File: config.mk
export PLATFORM = sky130hd
export DESIGN_NAME = lcs_top
export DESIGN_NICKNAME = d
export VERILOG_FILES = /design/src/rtl/lcs_clkdiv.v /design/src/rtl/lcs_sync2.v /design/src/rtl/lcs_top.v
export VERILOG_INCLUDE_DIRS = /design/src /design/src/rtl
export SDC_FILE = /design/constraint.sdc
export NUM_CORES = 1
export LEC_CHECK = 0
export BUFFER_PORTS_ARGS = -buffer_cell sky130_fd_sc_hd__buf_2
export CAP_MARGIN = 20
export CORE_ASPECT_RATIO = 2
export CORE_MARGIN = 1
export CORE_UTILIZATION = 40
export CTS_CLUSTER_SIZE = 20
export DETAILED_ROUTE_END_ITERATION = 10
export GPL_TIMING_DRIVEN = 0
export PLACE_DENSITY = 0.78
export SYNTH_ARGS = -nofsm -noshare
export SYNTH_HDL_FRONTEND = slang
export SYNTH_SLANG_ARGS = --single-unit
File: constraint.sdc
create_clock -name clock_i -period 1.95 [get_ports clock_i]
set_input_delay 0.585 -clock clock_i [delete_from_list [all_inputs] [get_ports clock_i]]
set_output_delay 0.585 -clock clock_i [all_outputs]
set_load 0.02 [all_outputs]
File: src/rtl/lcs_map.vh
// Constants for the second-level cache strobe and clock generator.
// Assumes inclusion by bare name from the design files of this block.
`ifndef LCS_MAP_VH
`define LCS_MAP_VH
`define LCS_TAG_ADDR_MSB   6
`define LCS_TAG_VALID_BIT  7
`define LCS_TAG_WIDTH      8
`define LCS_ADDR_TAG_HI    23
`define LCS_ADDR_TAG_LO    17
`define LCS_CPU_OLD        1'b0
`define LCS_CPU_NEW        1'b1
`define LCS_MODE_ASYNC     1'b0
`define LCS_MODE_SYNC      1'b1
`define LCS_SYS_DIV_RESET  8'h02
`define LCS_ST_IDLE        3'h0
`define LCS_ST_RD_TAG      3'h1
`define LCS_ST_RD_DATA     3'h2
`define LCS_ST_WR          3'h3
`define LCS_ST_WR_DONE     3'h4
`endif

File: src/rtl/lcs_clkdiv.v
// Enable-pulse divider that also toggles a square clock output.
// Assumes a single clock; the output flips once per enable pulse.
module lcs_clkdiv #(
  parameter WIDTH = 8
) (
  input  wire             clock_i,
  input  wire             reset_n_i,
  input  wire [WIDTH-1:0] half_period_i,
  output reg              tick_o,
  output reg              clk_o
);
  reg [WIDTH-1:0] count;

  // A half period of zero is treated as one so the output still toggles.
  always @(posedge clock_i) begin
    if (!reset_n_i) begin
      count  <= {WIDTH{1'b0}};
      tick_o <= 1'b0;
      clk_o  <= 1'b0;
    end else if (count + 1'b1 >= half_period_i) begin
      count  <= {WIDTH{1'b0}};
      tick_o <= 1'b1;
      clk_o  <= ~clk_o;
    end else begin
      count  <= count + 1'b1;
      tick_o <= 1'b0;
    end
  end
endmodule

File: src/rtl/lcs_sync2.v
// Two-stage synchroniser for one level arriving from a pin.
// Assumes the level may change at any time relative to clock_i.
module lcs_sync2 (
  input  wire clock_i,
  input  wire reset_n_i,
  input  wire level_i,
  output reg  level_o
);
  reg meta;

  // The first stage feeds only the second stage.
  always @(posedge clock_i) begin
    if (!reset_n_i) begin
      meta    <= 1'b0;
      level_o <= 1'b0;
    end else begin
      meta    <= level_i;
      level_o <= meta;
    end
  end
endmodule

File: src/rtl/lcs_top.v
// Second-level cache strobes, tag bus handling and clock generation.
// Assumes clock_i is the internal 50 MHz clock; the reset drive, hold ack and
// oscillator pins are asynchronous to it and synchronised before use. The pin cpu_2x_osc_in is sampled
// as a level, so its rate must stay well below half of clock_i.
`include "lcs_map.vh"

module lcs_top #(
  parameter       SYS_DIV_W = 8,
  parameter [7:0] SYS_HALF  = `LCS_SYS_DIV_RESET
) (
  input  wire        clock_i,
  input  wire        reset_n_i,
  input  wire        cpu_new_type_i,
  input  wire        lookup_req_i,
  input  wire        write_req_i,
  input  wire [31:0] host_addr_i,
  input  wire [3:0]  host_byte_en_n_i,
  input  wire        tag_bus_i,
  input  wire [7:0]  tag_bus_in_i,
  input  wire        system_reset_drive_i,
  input  wire        sys_hold_ack_i,
  input  wire        sys_osc_or_clk_in_i,
  input  wire        cpu_2x_osc_in_i,
  input  wire        shared_a_in_i,
  input  wire        shared_b_in_i,
  output reg         cache_wr_en_low_half_n_o,
  output reg         cache_wr_en_high_half_n_o,
  output reg         tag_ram_out_en_n_o,
  output reg         l2_data_out_en_n_o,
  output reg  [7:0]  tag_bus_o,
  output reg         tag_bus_oe_o,
  output reg         hit_o,
  output reg         done_o,
  output reg         sys_osc_or_clk_out_o,
  output reg         sys_osc_or_clk_out_oe_o,
  output reg         sys_timing_o,
  output reg         sync_mode_o,
  output reg         cpu_clk_out_o,
  output reg         shared_func_o
);
  wire       rst_drv_s;
  wire       hold_ack_s;
  wire       osc_s;
  wire       cpu_2x_osc_in_s;
  wire       unused_tag_flag;
  wire       div_tick;
  wire       div_clk;
  reg        rst_drv_d;
  reg        cpu_2x_osc_in_d;
  reg        half_clk;
  reg  [2:0] state;
  reg  [2:0] next_state;
  reg  [7:0] tag_latch;

  assign unused_tag_flag = tag_bus_i;

  // Every pin from outside the clock domain is brought in through two flops.
  lcs_sync2 u_sync_rst (
    .clock_i   (clock_i),
    .reset_n_i (reset_n_i),
    .level_i   (system_reset_drive_i),
    .level_o   (rst_drv_s)
  );
  lcs_sync2 u_sync_hlda (
    .clock_i   (clock_i),
    .reset_n_i (reset_n_i),
    .level_i   (sys_hold_ack_i),
    .level_o   (hold_ack_s)
  );
  lcs_sync2 u_sync_osc (
    .clock_i   (clock_i),
    .reset_n_i (reset_n_i),
    .level_i   (sys_osc_or_clk_in_i),
    .level_o   (osc_s)
  );
  lcs_sync2 u_sync_cpu_2x_osc_in (
    .clock_i   (clock_i),
    .reset_n_i (reset_n_i),
    .level_i   (cpu_2x_osc_in_i),
    .level_o   (cpu_2x_osc_in_s)
  );

  // Synchronous-mode clock out is a divided copy of the internal clock.
  lcs_clkdiv #(
    .WIDTH (SYS_DIV_W)
  ) u_sys_div (
    .clock_i       (clock_i),
    .reset_n_i     (reset_n_i),
    .half_period_i (SYS_HALF),
    .tick_o        (div_tick),
    .clk_o         (div_clk)
  );

  // The mode strap is caught on the falling edge of the system reset.
  // Sampling after synchronisation costs two cycles but avoids metastability.
  always @(posedge clock_i) begin
    if (!reset_n_i) begin
      rst_drv_d   <= 1'b0;
      sync_mode_o <= `LCS_MODE_ASYNC;
    end else begin
      rst_drv_d <= rst_drv_s;
      if (rst_drv_d && !rst_drv_s)
        sync_mode_o <= hold_ack_s;
    end
  end

  // The shared pin is an input in async mode and a driven clock otherwise.
  always @(posedge clock_i) begin
    if (!reset_n_i) begin
      sys_osc_or_clk_out_o    <= 1'b0;
      sys_osc_or_clk_out_oe_o <= 1'b0;
      sys_timing_o            <= 1'b0;
    end else if (sync_mode_o == `LCS_MODE_SYNC) begin
      sys_osc_or_clk_out_o    <= div_clk;
      sys_osc_or_clk_out_oe_o <= 1'b1;
      sys_timing_o            <= div_clk;
    end else begin
      sys_osc_or_clk_out_o    <= 1'b0;
      sys_osc_or_clk_out_oe_o <= 1'b0;
      sys_timing_o            <= osc_s;
    end
  end

  // The processor clock is buffered or halved from the 2X oscillator.
  always @(posedge clock_i) begin
    if (!reset_n_i) begin
      cpu_2x_osc_in_d        <= 1'b0;
      half_clk      <= 1'b0;
      cpu_clk_out_o <= 1'b0;
    end else begin
      cpu_2x_osc_in_d <= cpu_2x_osc_in_s;
      if (cpu_2x_osc_in_s && !cpu_2x_osc_in_d)
        half_clk <= ~half_clk;
      if (cpu_new_type_i == `LCS_CPU_NEW)
        cpu_clk_out_o <= half_clk;
      else
        cpu_clk_out_o <= cpu_2x_osc_in_s;
    end
  end

  // Shared processor pins present one function per processor family.
  always @(posedge clock_i) begin
    if (!reset_n_i)
      shared_func_o <= 1'b0;
    else if (cpu_new_type_i == `LCS_CPU_NEW)
      shared_func_o <= shared_b_in_i;
    else
      shared_func_o <= shared_a_in_i;
  end

  // Cache access sequencer: lookup reads tag then data, write fills both.
  always @* begin
    next_state = state;
    case (state)
      `LCS_ST_IDLE: begin
        if (write_req_i)
          next_state = `LCS_ST_WR;
        else if (lookup_req_i)
          next_state = `LCS_ST_RD_TAG;
      end
      `LCS_ST_RD_TAG:  next_state = `LCS_ST_RD_DATA;
      `LCS_ST_RD_DATA: next_state = `LCS_ST_IDLE;
      `LCS_ST_WR:      next_state = `LCS_ST_WR_DONE;
      `LCS_ST_WR_DONE: next_state = `LCS_ST_IDLE;
      default:         next_state = `LCS_ST_IDLE;
    endcase
  end

  // Strobes are registered so the SRAM sees clean, glitch-free edges.
  always @(posedge clock_i) begin
    if (!reset_n_i) begin
      state                     <= `LCS_ST_IDLE;
      tag_latch                 <= 8'h00;
      cache_wr_en_low_half_n_o  <= 1'b1;
      cache_wr_en_high_half_n_o <= 1'b1;
      tag_ram_out_en_n_o        <= 1'b1;
      l2_data_out_en_n_o        <= 1'b1;
      tag_bus_o                 <= 8'h00;
      tag_bus_oe_o              <= 1'b0;
      hit_o                     <= 1'b0;
      done_o                    <= 1'b0;
    end else begin
      state  <= next_state;
      done_o <= 1'b0;
      tag_ram_out_en_n_o        <= 1'b1;
      l2_data_out_en_n_o        <= 1'b1;
      cache_wr_en_low_half_n_o  <= 1'b1;
      cache_wr_en_high_half_n_o <= 1'b1;
      tag_bus_oe_o              <= 1'b0;
      // Tag field and valid bit are built the same way for write and compare.
      tag_latch <= {1'b1,
        host_addr_i[`LCS_ADDR_TAG_HI:`LCS_ADDR_TAG_LO]};
      case (next_state)
        `LCS_ST_RD_TAG: begin
          tag_ram_out_en_n_o <= 1'b0;
        end
        `LCS_ST_RD_DATA: begin
          l2_data_out_en_n_o <= 1'b0;
          // A hit needs a matching address field and the valid bit set.
          hit_o <= tag_bus_in_i[`LCS_TAG_VALID_BIT] &&
            (tag_bus_in_i[`LCS_TAG_ADDR_MSB:0] ==
             tag_latch[`LCS_TAG_ADDR_MSB:0]);
        end
        `LCS_ST_WR: begin
          tag_bus_o    <= {1'b1,
            host_addr_i[`LCS_ADDR_TAG_HI:`LCS_ADDR_TAG_LO]};
          tag_bus_oe_o <= 1'b1;
          cache_wr_en_low_half_n_o <=
            &host_byte_en_n_i[1:0];
          cache_wr_en_high_half_n_o <=
            &host_byte_en_n_i[3:2];
        end
        `LCS_ST_WR_DONE: begin
          tag_bus_oe_o <= 1'b1;
        end
        `LCS_ST_IDLE: begin
          done_o <= (state != `LCS_ST_IDLE);
        end
        default: begin
          done_o <= 1'b0;
        end
      endcase
    end
  end
endmodule

### Yosys cells after proc, flatten, opt, wreduce, memory -nomap -nowiden

Index checks and enable logic that the tools add are counted.

| storage, ports and cells | value |
|---|---|
| bits in registers | 51 |
| logic and storage cells | 66 |

| cells by class | value |
|---|---|
| $add $sub $neg | 1 |
| magnitude comparators | 1 |
| equality and inequality tests | 7 |
| multiplexer cells | 10 |
| bitwise logic cells | 3 |
| reductions and logical operators | 15 |

Operator list:

| operator | number |
|---|---|
| AND reduction 2 bit | 5 |
| equality test 3 x 2 -> 1 bit, second input constant | 3 |
| case mux 3 bit (3 select lines) | 1 |
| adder 8 x 1 -> 8 bit, second input constant | 1 |
| greater-or-equal comparator 8 x 2 -> 1 bit, second input constant | 1 |
| equality test 7 bit | 1 |
| two-way mux 1 bit | 7 |
| equality test 3 x 1 -> 1 bit, second input constant | 2 |
| logical NOT 3 bit | 2 |
| two-way mux 3 bit | 2 |
| OR reduction 2 bit | 2 |
| equality test 3 bit, second input constant | 1 |
| logical AND 1 bit | 3 |
| inverter 1 bit | 3 |
| nonzero test 3 bit | 1 |
| logical NOT 1 bit | 2 |

### Longest topological paths before layout

Gate-level depths: netlist of the first run.

| depth | value |
|---|---|
| depth after elaboration | 6 |
| gate-level depth with buffers | 6 |
| depth with buffers taken out | 6 |

### Cells and area by module

Synthesis of the first run repeated with hierarchy kept, for this count alone.

| unflattened totals | value |
|---|---|
| cell total of the unflattened synthesis | 194 |
| area total of the unflattened synthesis | 2,079.5 um^2 |

By module, submodules not included:

| module | times used | cells an instance | area each (um^2) |
|---|---|---|---|
| lcs_top | 1 | 107 | 1,192.4 |
| lcs_clkdiv | 1 | 71 | 676.9 |
| lcs_sync2 | 4 | 4 | 52.6 |

### Worst setup path before layout of the first run

Ideal clock, no wire load.

| timing path | value |
|---|---|
| path type | input to register |
| from | input port write_req_i |
| to | register tag_ram_out_en_n_o |
| setup time | 0.134 ns |
| data arrival time | 1.353 ns |
| required time | 1.816 ns |
| slack | 0.463 ns |
| stages on the path | 4 |
| cell sequence | nor2b_2 and2_4 buf_6 or4_1 |

| between the ends | value |
|---|---|
| cells in the longest elaborated chain, start to end | 4 |

RTL lines:

| item | line | RTL |
|---|---|---|
| from (decl) | lcs_top.v:15 | `input wire write_req_i,` |
| two-way mux 3 bit | lcs_top.v:156 | `if (write_req_i)` |
| case mux 3 bit (3 select lines) | lcs_top.v:154 | `case (state)` |
| equality test 3 x 1 -> 1 bit | lcs_top.v:193 | `case (next_state)` |
| two-way mux 1 bit | lcs_top.v:193 |  |
| to (signal assigned) | lcs_top.v:176 | `tag_ram_out_en_n_o <= 1'b1;` |
| to (signal assigned) | lcs_top.v:185 | `tag_ram_out_en_n_o <= 1'b1;` |
| to (signal assigned) | lcs_top.v:195 | `tag_ram_out_en_n_o <= 1'b0;` |
| to (decl) | lcs_top.v:28 | `output reg tag_ram_out_en_n_o,` |

Every way passes these cells.
A chain may end at the register's enable or synchronous reset.

### Worst setup path in the final report of the first run

| timing path | value |
|---|---|
| from | register u_sys_div.count[0] |
| to | register u_sys_div.clk_o |

| between the ends | value |
|---|---|
| cells in the longest elaborated chain, start to end | 2 |

RTL lines:

| item | line | RTL |
|---|---|---|
| from (decl) | lcs_clkdiv.v:12 | `reg [WIDTH-1:0] count;` |
| from (signal assigned) | lcs_clkdiv.v:17 | `count <= {WIDTH{1'b0}};` |
| from (signal assigned) | lcs_clkdiv.v:21 | `count <= {WIDTH{1'b0}};` |
| from (signal assigned) | lcs_clkdiv.v:25 | `count <= count + 1'b1;` |
| adder 8 x 1 -> 8 bit | lcs_clkdiv.v:20 | `end else if (count + 1'b1 >= half_period_i) begin` |
| greater-or-equal comparator 8 x 2 -> 1 bit | lcs_clkdiv.v:20 |  |
| to (signal assigned) | lcs_clkdiv.v:23 | `clk_o <= ~clk_o;` |
| to (decl) | lcs_clkdiv.v:10 | `output reg clk_o` |

Every way passes these cells.

==> results by group, run 1 <==
Timing
  – Fin Setup TNS: 0 ns
  – Fin crit period: 1.500 ns
  – Final number of hold-violating endpoints: 0
  – Post-layout worst setup margin: 0.4501 ns
  – Final Hold Slack: roughly 0.44 ns
  – RSZ-0062 raised after global routing: no
  – Clk_skew: about 0.0052 ns
  – Fmax: 666.7 MHz
  – Final period util: 0.7692
  – Final setup vio count: 0
  – Final Slew Violations: 0

Synthesis
  – Syn Inst Count: 165
  – Syn_area_per_cell: 10.67 µm²
  – Synthesized cell area: 0.001760 mm²
  – Ranking of synthesized cells by area: dfxtp_1 (58%), and2_1 (6.8%), xnor2_1 (5.0%)
  – Sequential share of the synthesized area: 0.5800
  – Synth cell types: 34
  – Synth top area share: 0.5800
  – Synth warnings: 0
  – Synthesized flop and latch total: 51
  – Synth area leader: dfxtp_1

Power and ir drop
  – Power Density: 876.3 mW/mm²
  – Portion of total power attributed to combinational logic: 0.107
  – Clock share of power: 0.304
  – Psw: 0.0004687 W
  – Sw frac: 0.2447
  – Seq pwr share: 0.588
  – Peak VDD IR: 777.4 µV
  – Pint: 0.001447 W
  – Pleak: 1.002 nW

Run
  – Max-cap violation count: 0

Global route
  – Busiest grt layer: met2
  – Vias in the first global route: 1,178
  – Total Routing Usage GR: 0.1448
  – Met3 Use GR: 0.03318
  – Met2 Use GR: 0.2743
  – First-pass GRT wire length: 5023 µm
  – Met1 Resource Use GR: 0.1388
  – GR Overflow Total: 0
  – Largest net degree at the start of global routing: 17
  – Initial antenna violation count: 0

Placement
  – DP Cell Count: between 200 and 300
  – Gpl congestion: 0.7091
  – # port buffers: 50
  – Setup WS pre-CTS: 0.2674 ns
  – HPWL Detailed: about 2400 µm

Critical path
  – R2r setup slk: roughly 0.45 ns
  – Startpoint Class: flip-flop
  – Crit Path Max Fanout: 4
  – Required time of the critical path: 2.14 ns
  – Worst endpoint data arrival time: 1.69 ns
  – Setup CP Type: flip-flop to flip-flop
  – Crit end category: flip-flop

Clock tree
  – Setup bufs post-CTS: 0
  – Number of clock sinks: between 50 and 60
  – Worst-path clk slew: 0.09 ns
  – TritonCTS clock tree: built
  – # hold bufs at CTS: 0
  – CTS resizes: 0
  – H-tree levels: 2
  – Root Driver: clkbuf_8
  – CTS Buffer Depth: 2
  – Cts bufs inserted: 5
  – Worst-Skew Late Latency: 0.30 ns

Finish
  – Multi-input logic area: around 730 µm²
  – Antenna cells: 0
  – Reg area: 0.001021 mm²
  – Area grow syn2layout: 24.17%
  – Fillcell total: around 410
  – Share of cells above drive strength 1: 0.2926
  – Layout Cells excl Fill: 281
  – Final net count: 286
  – Final core utilization: 0.5242

Route
  – DRC Markers: 0
  – DRT iter0 DRCs: 9
  – DRT Pass-1 Iters: 4
  – Drt total wl: around 3100 µm
  – Antenna-violating nets left: 0
  – Vias per cell: ~4.5
  – DR vias: 1,274
  – Avg WL per Cell: 10.88 µm

Floorplan
  – Chip height: 95.82 µm
  – Die area: 0.004687 mm²
  – IO Pins: 77
  – Die width: 48.91 µm
  – Initial Util: 0.4221
  – FP Rows: 33
  – Placeable Area: between 0.004 and 0.005 mm²

Run status
  – Status: finished, final reports clean

Worst hold path
  – Hold Path Class: flip-flop to flip-flop
## cell type report
cell class,count,share of cell area
Sequential cell,51,0.4671
Multi-Input combinational cell,113,0.3331
Timing Repair Buffer,50,0.1145
Clock buffer,5,0.03148
Tap cell,52,0.02977
Buffer,5,0.01202
Clock inverter,3,0.008586
Inverter,2,0.003434
## synthesized netlist by cell type (all sizes together)
cell type and number:
xor2 1, ha 2, dfxtp 51, and2b 1, nor2 4, nand2b 2, conb 1, nor2b 8
or4 1, a21o 2, nor3 3, nor3b 2, a31oi 1, inv 2, clkbuf 4, nand4 3
a21boi 7, buf 1, o31ai 1, and2 20, a21oi 1, mux2i 5, o21a 1, nand3 5
xnor2 11, and3 4, nand2 21
## power groups by stage
stage	logic, W	clock network (W)	registers (W)
floorplan	0.000100	0	0.00118
global placement	0.000203	0	0.00115
detailed placement	0.000207	0	0.00115
CTS	0.000208	0.000609	0.00113
global route	0.000227	0.000649	0.00113
finish	0.000205	0.000583	0.00113
## per-stage QoR
step | instance area [µm²] | total power [W]
after floorplan | 1783 | 0.001277
after global placement | 2098 | 0.001352
after detailed placement | 2098 | 0.001359
after CTS | 2186 | 0.001945
after global routing | 2186 | 0.002010
final | 2186 | 0.001915
## logic make-up (layout without fill, tap and decap cells)
kind of cell	Yosys count	count (layout)	share of synthesized area
and+or+nand+nor	74	74	0.2388
DFF	51	51	0.5800
AOI/OAI and AO/OA	13	13	0.05330
xor gates and xnor gates	12	12	0.06397
buffers and inverters	7	65	0.01919
muxes	5	5	0.02843
adders and majority gates	2	2	0.01421
other	1	7	0.002130
## sequential cells by signal (all words and copies together), names as in the netlist, 3 cells and up
register and flops:
tag_bus_o 8, u_sys_div.count 8, tag_latch 7, state 3
## cells in the final DEF (no fill, tap or decap), types with 2 or more instances in the layout
master / Yosys / layout
xnor2_1: 10 / 10
a21boi_0: 7 / 7
ha_1: 2 / 2
mux2i_1: 5 / 5
a21o_1: 2 / 2
nand2_1: 21 / 21
nand3_1: 5 / 5
clkbuf_8: 0 / 5
nand4_1: 2 / 2
conb_1: 1 / 7
and2_1: 19 / 19
nor2b_1: 7 / 7
nand2b_1: 2 / 2
and3_1: 3 / 3
clkinv_2: 0 / 2
dfxtp_1: 51 / 51
inv_1: 2 / 2
nor2_1: 3 / 3
buf_2: 0 / 50
clkbuf_1: 4 / 4
nor3_1: 3 / 3
## critical path, stage by stage, from the launching register on
cell and delay, ns:
dfxtp_1 0.35, ha_1 0.24, nor3_1 0.19, a31oi_1 0.06, nor3b_1 0.24, nand4_2 0.17
mux2i_1 0.15
## final timing paths
| kind | startpoint | end | cells after the start |
|---|---|---|---|
| max | u_sys_div.count[0] | u_sys_div.clk_o | 6 |
| min | u_sync_osc.meta | u_sync_osc.level_o | 1 |
| max reg2reg | u_sys_div.count[0] | u_sys_div.clk_o | 6 |
| min reg2reg | u_sync_osc.meta | u_sync_osc.level_o | 1 |
## layer usage
metal / share of wire / up-vias
met1: 0.36 / 580
met5: 0 / -
met3: 0.046 / 5
li1: - / 655
met4: 0.026 / 0
met2: 0.56 / 34
Power figures use the tool's default switching activity.
==> run 2: changes to the inputs <==
clock period = 1.5 ns   (was 1.95 ns; I/O delays follow)
==> results by group, run 2 (same netlist as run 1, synthesis figures left out) <==
Critical path
  – Crit end category: flip-flop (unchanged)
  – Reg2reg end: u_sys_div.count[0] (was u_sys_div.clk_o)
  – Worst endpoint data arrival time: 1.65 ns (was 1.69 ns)
  – Setup CP Type: flip-flop to flip-flop (unchanged)
  – Crit. Startpoint: u_sys_div.count[0] (unchanged)
  – CP max-delay cell: dfxtp_2 (was dfxtp_1)
  – CP peak stage delay: 0.35 ns (about the same)
  – Reg2reg start: u_sys_div.count[0] (unchanged)
  – Crit Path Max Fanout: 4 (unchanged)
  – FF-to-FF path depth: 6 (unchanged)
  – Crit-path cells: ha_1, nor3_2, a31oi_1, nor3b_2, nand4_2, nor3b_2 (was ha_1, nor3_1, a31oi_1, nor3b_1, nand4_2, mux2i_1)
  – R2r setup slk: 0.08 ns (was 0.45 ns)
  – CP dominant cell by count: nor3b_2
  – Startpoint Class: flip-flop (unchanged)
  – Required time of the critical path: 1.73 ns (was 2.14 ns)

Finish
  – Area grow syn2layout: 24.80% (was 24.17%)
  – Antenna cells: 0 (unchanged)
  – Layout Cells excl Fill: 281 (unchanged)
  – Final core utilization: 0.5269 (was 0.5242)
  – Commonest non-fill, non-tap cells in the layout: dfxtp_1 (50), buf_2 (50), nand2_1 (21) (was dfxtp_1 (51), buf_2 (50), nand2_1 (21))
  – Largest regs: tag_bus_o: 8 flops, u_sys_div.count: 8 flops, tag_latch: 7 flops (unchanged)
  – Final net count: 286 (unchanged)
  – Final instance area: 0.002197 mm² (was 0.002186 mm²)
  – Fillcell total: 405 (was 407)
  – Share of cells above drive strength 1: 0.3057 (was 0.2926)

Global route
  – Busiest grt layer: met2 (unchanged)
  – Met3 Use GR: 0.03318 (unchanged)
  – Initial antenna violation count: 0 (unchanged)
  – Met1 Resource Use GR: 0.1388 (unchanged)
  – Largest net degree at the start of global routing: 17 (unchanged)
  – Met2 Use GR: 0.2743 (unchanged)
  – Total Routing Usage GR: 0.1448 (unchanged)
  – First-pass GRT wire length: 5023 µm (unchanged)
  – Vias in the first global route: 1,178 (unchanged)
  – GR Overflow Total: 0 (unchanged)

Route
  – DRC Markers: 0 (unchanged)
  – Drt total wl: 3061 µm (was 3057 µm)
  – DRT iter0 DRCs: 10 (was 9)
  – Antenna-violating nets left: 0 (unchanged)
  – Avg WL per Cell: 10.89 µm (was 10.88 µm)
  – Vias per cell: 4.512 (was 4.534)
  – DRT Pass-1 Iters: 4 (unchanged)
  – DR vias: 1,268 (was 1,274)

Placement
  – HPWL Detailed: 2385 µm (unchanged)
  – Placed instance area: 0.002098 mm² (unchanged)
  – # port buffers: 50 (unchanged)
  – DP Cell Count: 273 (unchanged)
  – Gpl congestion: 0.7091 (unchanged)

Worst hold path
  – Hold depth: 2 (was 1)
  – Min-delay src: host_byte_en_n_i[1] (was u_sync_osc.meta)
  – Hold Path Class: input pin to flip-flop (was flip-flop to flip-flop)
  – WHS Endpoint: cache_wr_en_low_half_n_o (was u_sync_osc.level_o)

Floorplan
  – Placeable Area: 0.004170 mm² (unchanged)
  – Chip height: 95.82 µm (unchanged)
  – IO Pins: 77 (unchanged)
  – Die width: 48.91 µm (unchanged)
  – FP Rows: 33 (unchanged)
  – Die area: 0.004687 mm² (unchanged)
  – Initial Util: 0.4221 (unchanged)

Clock tree
  – Setup bufs post-CTS: 0 (unchanged)
  – Number of clock sinks: 51 (unchanged)
  – Worst-Skew Late Latency: 0.30 ns (about the same)
  – Root Driver: clkbuf_8 (unchanged)
  – Cts bufs inserted: 5 (unchanged)
  – CTS Buffer Depth: 2 (unchanged)
  – H-tree levels: 2 (unchanged)
  – # hold bufs at CTS: 0 (unchanged)
  – Worst-path clk slew: 0.09 ns (about the same)
  – TritonCTS clock tree: built (unchanged)

Timing
  – Fmax: 704.0 MHz (was 666.7 MHz)
  – RSZ-0062 raised after global routing: no (unchanged)
  – Clk_skew: 0.004403 ns (was 0.005213 ns)
  – Final setup vio count: 0 (unchanged)
  – Final Hold Slack: 0.3464 ns (was 0.4381 ns)
  – Final period util: 0.9469 (was 0.7692)
  – Final number of hold-violating endpoints: 0 (unchanged)
  – Fin crit period: 1.420 ns (was 1.500 ns)
  – Final Slew Violations: 0 (unchanged)
  – Fin Setup TNS: 0 ns (unchanged)

Run
  – Max-cap violation count: 0 (unchanged)

Power and ir drop
  – Clock share of power: 0.304 (about the same)
  – Pint: 0.001881 W (was 0.001447 W)
  – Seq pwr share: 0.588 (about the same)
  – Psw: 0.0006091 W (was 0.0004687 W)
  – Peak VDD IR: 1011 µV (was 777.4 µV)
  – Pleak: 1.006 nW (was 1.002 nW)
  – Portion of total power attributed to combinational logic: 0.107 (about the same)
  – Power Density: 1134 mW/mm² (was 876.3 mW/mm²)
  – Sw frac: 0.2446 (was 0.2447)

Run status
  – Status: finished, final reports clean (unchanged)
run 2: cell types whose count changed in the layout (fill, tap and decap cells not counted):
cell / previous run / this run
dfxtp_2: 0 / 1
dfxtp_1: 51 / 50
nor3_1: 3 / 2
nor3b_2: 1 / 2
nor3b_1: 1 / 0
nor3_2: 0 / 1
run 2: metrics by stage:
step           total power [W]  setup slack, ns
6_report              0.002491          0.07958
5_1_grt               0.002614         0.007141
4_1_cts               0.002530          0.03275
3_5_place_dp          0.001766         -0.04756
3_3_place_gp          0.001758        -0.005657
2_1_floorplan         0.001660           0.1235
run 2: layer usage:
layer,wire (µm),vias up
met3,143,5
met2,1736,34
li1,-,654
met1,1099,575
met4,80,0
met5,0,-
run 2: area by class of cell:
cell class | count | area, µm² | share of cell area
inverters | 2 | 7.507 | 0.003417
well taps | 52 | 65.06 | 0.02961
repair buffers | 50 | 250.2 | 0.1139
clock buffers | 5 | 68.82 | 0.03132
clock inverters | 3 | 18.77 | 0.008542
plain buffers | 5 | 26.28 | 0.01196
multi-input cells | 113 | 738.2 | 0.3360
flip-flops and latches | 51 | 1022 | 0.4653
run 2: worst max path at each step:
stage	to	slack [ns]	depth (start not counted)
final	u_sys_div.count[0]	0.08	6
after floorplan	u_sys_div.clk_o	0.12	6
after global routing	u_sys_div.clk_o	0.007	6
after CTS	u_sys_div.clk_o	0.03	6
after detailed placement	tag_latch[0]	-0.05	4
after global placement	tag_ram_out_en_n_o	-0.006	5
run 2: worst max-delay path, delay by kind of cell, from the launching register on:
| kind | cells | cell delay [ns] |
|---|---|---|
| AOI/OAI and AO/OA | 1 | 0.06 |
| adders and majority gates | 1 | 0.23 |
| DFF | 1 | 0.35 |
| and+or+nand+nor | 4 | 0.70 |
run 2: power by group through the flow:
| stage | logic (W) | clock network [W] | registers [W] |
|---|---|---|---|
| floorplan | 0.000130 | 0 | 0.00153 |
| global placement | 0.000264 | 0 | 0.00149 |
| detailed placement | 0.000269 | 0 | 0.00150 |
| finish | 0.000268 | 0.000757 | 0.00147 |
| CTS | 0.000272 | 0.000792 | 0.00147 |
| global route | 0.000296 | 0.000843 | 0.00147 |
run 2: what timing repair did:
item,4_1_cts,5_1_grt
cloned,0,0
endpoints found under the setup margin,2,2
gates resized for setup,1,2
==> run 3: changes to the inputs <==
clock period = 1.4 ns   (was 1.5 ns; I/O delays follow)
==> results by group, run 3 (same netlist as run 1, synthesis figures left out) <==
Run status
  – Status: finished, final reports clean (unchanged)

Floorplan
  – Initial Util: 0.4221 (unchanged)
  – FP Rows: 33 (unchanged)
  – Die area: 0.004687 mm² (unchanged)
  – Die width: 48.91 µm (unchanged)
  – IO Pins: 77 (unchanged)
  – Placeable Area: 0.004170 mm² (unchanged)
  – Chip height: 95.82 µm (unchanged)

Clock tree
  – TritonCTS clock tree: built (unchanged)
  – CTS Buffer Depth: 2 (unchanged)
  – Worst-path clk slew: 0.09 ns (about the same)
  – Worst-Skew Late Latency: 0.30 ns (about the same)
  – Cts bufs inserted: 5 (unchanged)
  – H-tree levels: 2 (unchanged)
  – Root Driver: clkbuf_8 (unchanged)
  – Setup bufs post-CTS: 0 (unchanged)
  – Number of clock sinks: 51 (unchanged)

Timing
  – RSZ-0062 raised after global routing: no (unchanged)
  – Post-layout worst setup margin: 0.06481 ns (was 0.07958 ns)
  – Final Slew Violations: 0 (unchanged)
  – Final number of hold-violating endpoints: 0 (unchanged)
  – Fmax: 749.0 MHz (was 704.0 MHz)
  – Fin crit period: 1.335 ns (was 1.420 ns)
  – Final setup vio count: 0 (unchanged)
  – Clk_skew: 0.004679 ns (was 0.004403 ns)
  – Final period util: 0.9537 (was 0.9469)

Critical path
  – FF-to-FF path depth: 5 (was 6)
  – CP peak stage delay: 0.42 ns (was 0.35 ns)
  – Crit Path Max Fanout: 4 (unchanged)
  – Reg2reg end: u_sys_div.count[0] (unchanged)
  – CP max-delay cell: dfxtp_1 (was dfxtp_2)
  – Worst endpoint data arrival time: 1.56 ns (was 1.65 ns)
  – Crit end category: flip-flop (unchanged)
  – Startpoint Class: flip-flop (unchanged)
  – Reg2reg start: u_sys_div.count[4] (was u_sys_div.count[0])
  – R2r setup slk: 0.06 ns (was 0.08 ns)
  – Crit-path cells: and3_1, and3_4, xnor2_2, nand4_2, nor3b_2 (was ha_1, nor3_2, a31oi_1, nor3b_2, nand4_2, nor3b_2)
  – Setup CP Type: flip-flop to flip-flop (unchanged)
  – Required time of the critical path: 1.63 ns (was 1.73 ns)

Route
  – Antenna-violating nets left: 0 (unchanged)
  – DR vias: 1,258 (was 1,268)
  – Vias per cell: 4.477 (was 4.512)
  – Drt total wl: 3068 µm (was 3061 µm)
  – Avg WL per Cell: 10.92 µm (was 10.89 µm)
  – DRC Markers: 0 (unchanged)
  – DRT iter0 DRCs: 10 (unchanged)
  – DRT Pass-1 Iters: 2 (was 4)

Placement
  – DP Cell Count: 273 (unchanged)
  – Gpl congestion: 0.7091 (unchanged)
  – HPWL Detailed: 2385 µm (unchanged)
  – Setup WS pre-CTS: -0.1176 ns (was -0.04756 ns)
  – Placed instance area: 0.002098 mm² (unchanged)
  – # port buffers: 50 (unchanged)

Power and ir drop
  – Power Density: 1211 mW/mm² (was 1134 mW/mm²)
  – Peak VDD IR: 1083 µV (was 1011 µV)
  – Pleak: 1.001 nW (was 1.006 nW)

Worst hold path
  – WHS Endpoint: cache_wr_en_low_half_n_o (unchanged)
  – Hold Path Class: input pin to flip-flop (unchanged)
  – Min-delay src: host_byte_en_n_i[1] (unchanged)
  – Hold depth: 2 (unchanged)

Finish
  – Commonest non-fill, non-tap cells in the layout: buf_2 (50), dfxtp_1 (49), nand2_1 (21) (was dfxtp_1 (50), buf_2 (50), nand2_1 (21))
  – Fillcell total: 406 (was 405)
  – Antenna cells: 0 (unchanged)
  – Area grow syn2layout: 25.30% (was 24.80%)
  – Final instance area: 0.002206 mm² (was 0.002197 mm²)
  – Share of cells above drive strength 1: 0.3144 (was 0.3057)
  – Reg area: 0.001023 mm² (was 0.001022 mm²)
  – Largest regs: tag_bus_o: 8 flops, u_sys_div.count: 8 flops, tag_latch: 7 flops (unchanged)
  – Multi-input logic area: 745.7 µm² (was 738.2 µm²)
  – Most common cell after layout, fill and taps aside: buf_2
  – Layout Cells excl Fill: 281 (unchanged)
  – Final core utilization: 0.5290 (was 0.5269)
  – Final net count: 286 (unchanged)

Global route
  – Total Routing Usage GR: 0.1448 (about the same)
  – GR Overflow Total: 0 (unchanged)
  – Vias in the first global route: 1,178 (unchanged)
  – Largest net degree at the start of global routing: 17 (unchanged)
  – First-pass GRT wire length: 5023 µm (unchanged)
  – Initial antenna violation count: 0 (unchanged)

Run
  – Max-cap violation count: 0 (unchanged)
## run 3: timing repair
item / CTS / global route
pin swaps: 3 / 1
endpoints found under the setup margin: 2 / 3
hold buffers: 0 / 0
resized for setup: 2 / 4
## run 3: final cells by class
class | count | area share
Inverter | 2 | 0.003403
Timing Repair Buffer | 50 | 0.1134
Clock buffer | 5 | 0.03120
Tap cell | 52 | 0.02950
Multi-Input combinational cell | 113 | 0.3381
Sequential cell | 51 | 0.4640
Clock inverter | 3 | 0.008508
Buffer | 5 | 0.01191
## run 3: how the worst max path moves through the flow
stage | from | to | slack (ns) | cells past startpoint
after floorplan | u_sys_div.count[0] | u_sys_div.clk_o | 0.02 | 6
after global placement | write_req_i | tag_ram_out_en_n_o | -0.08 | 5
after detailed placement | reset_n_i | tag_latch[0] | -0.12 | 4
after CTS | u_sys_div.count[0] | u_sys_div.count[0] | 0.0003 | 6
after global routing | u_sys_div.count[2] | u_sys_div.clk_o | 0.001 | 5
final | u_sys_div.count[4] | u_sys_div.count[0] | 0.06 | 5
## run 3: report_power, final
group          internal, W  switching [W]
logic             0.000138       0.000150
clock network     0.000352       0.000459
registers          0.00153      0.0000438
total              0.00202       0.000653
## run 3: layer usage
layer / up-vias / wire, µm / part of all wire / GRT usage
li1: 652 / - / - / -
met5: - / 0 / 0 / 0
met3: 4 / 128 / 0.042 / 0.03318
met1: 573 / 1135 / 0.37 / 0.1389
met2: 29 / 1740 / 0.57 / 0.2743
met4: 0 / 63 / 0.021 / 0.08824
## run 3: critical path, delay by kind of cell (launching register included)
kind	cells	cell delay, ns
xor gates and xnor gates	1	0.11
DFF	1	0.42
and+or+nand+nor	4	0.73
## run 3: metrics by stage
stage                     hold WS [ns]  setup TNS, ns  power (W)
after floorplan                 0.4119              0   0.001778
after global placement          0.4141        -0.8834   0.001884
after detailed placement        0.4192         -1.537   0.001892
after CTS                       0.3084              0   0.002711
after global routing            0.3065              0   0.002805
final                           0.3174              0   0.002671
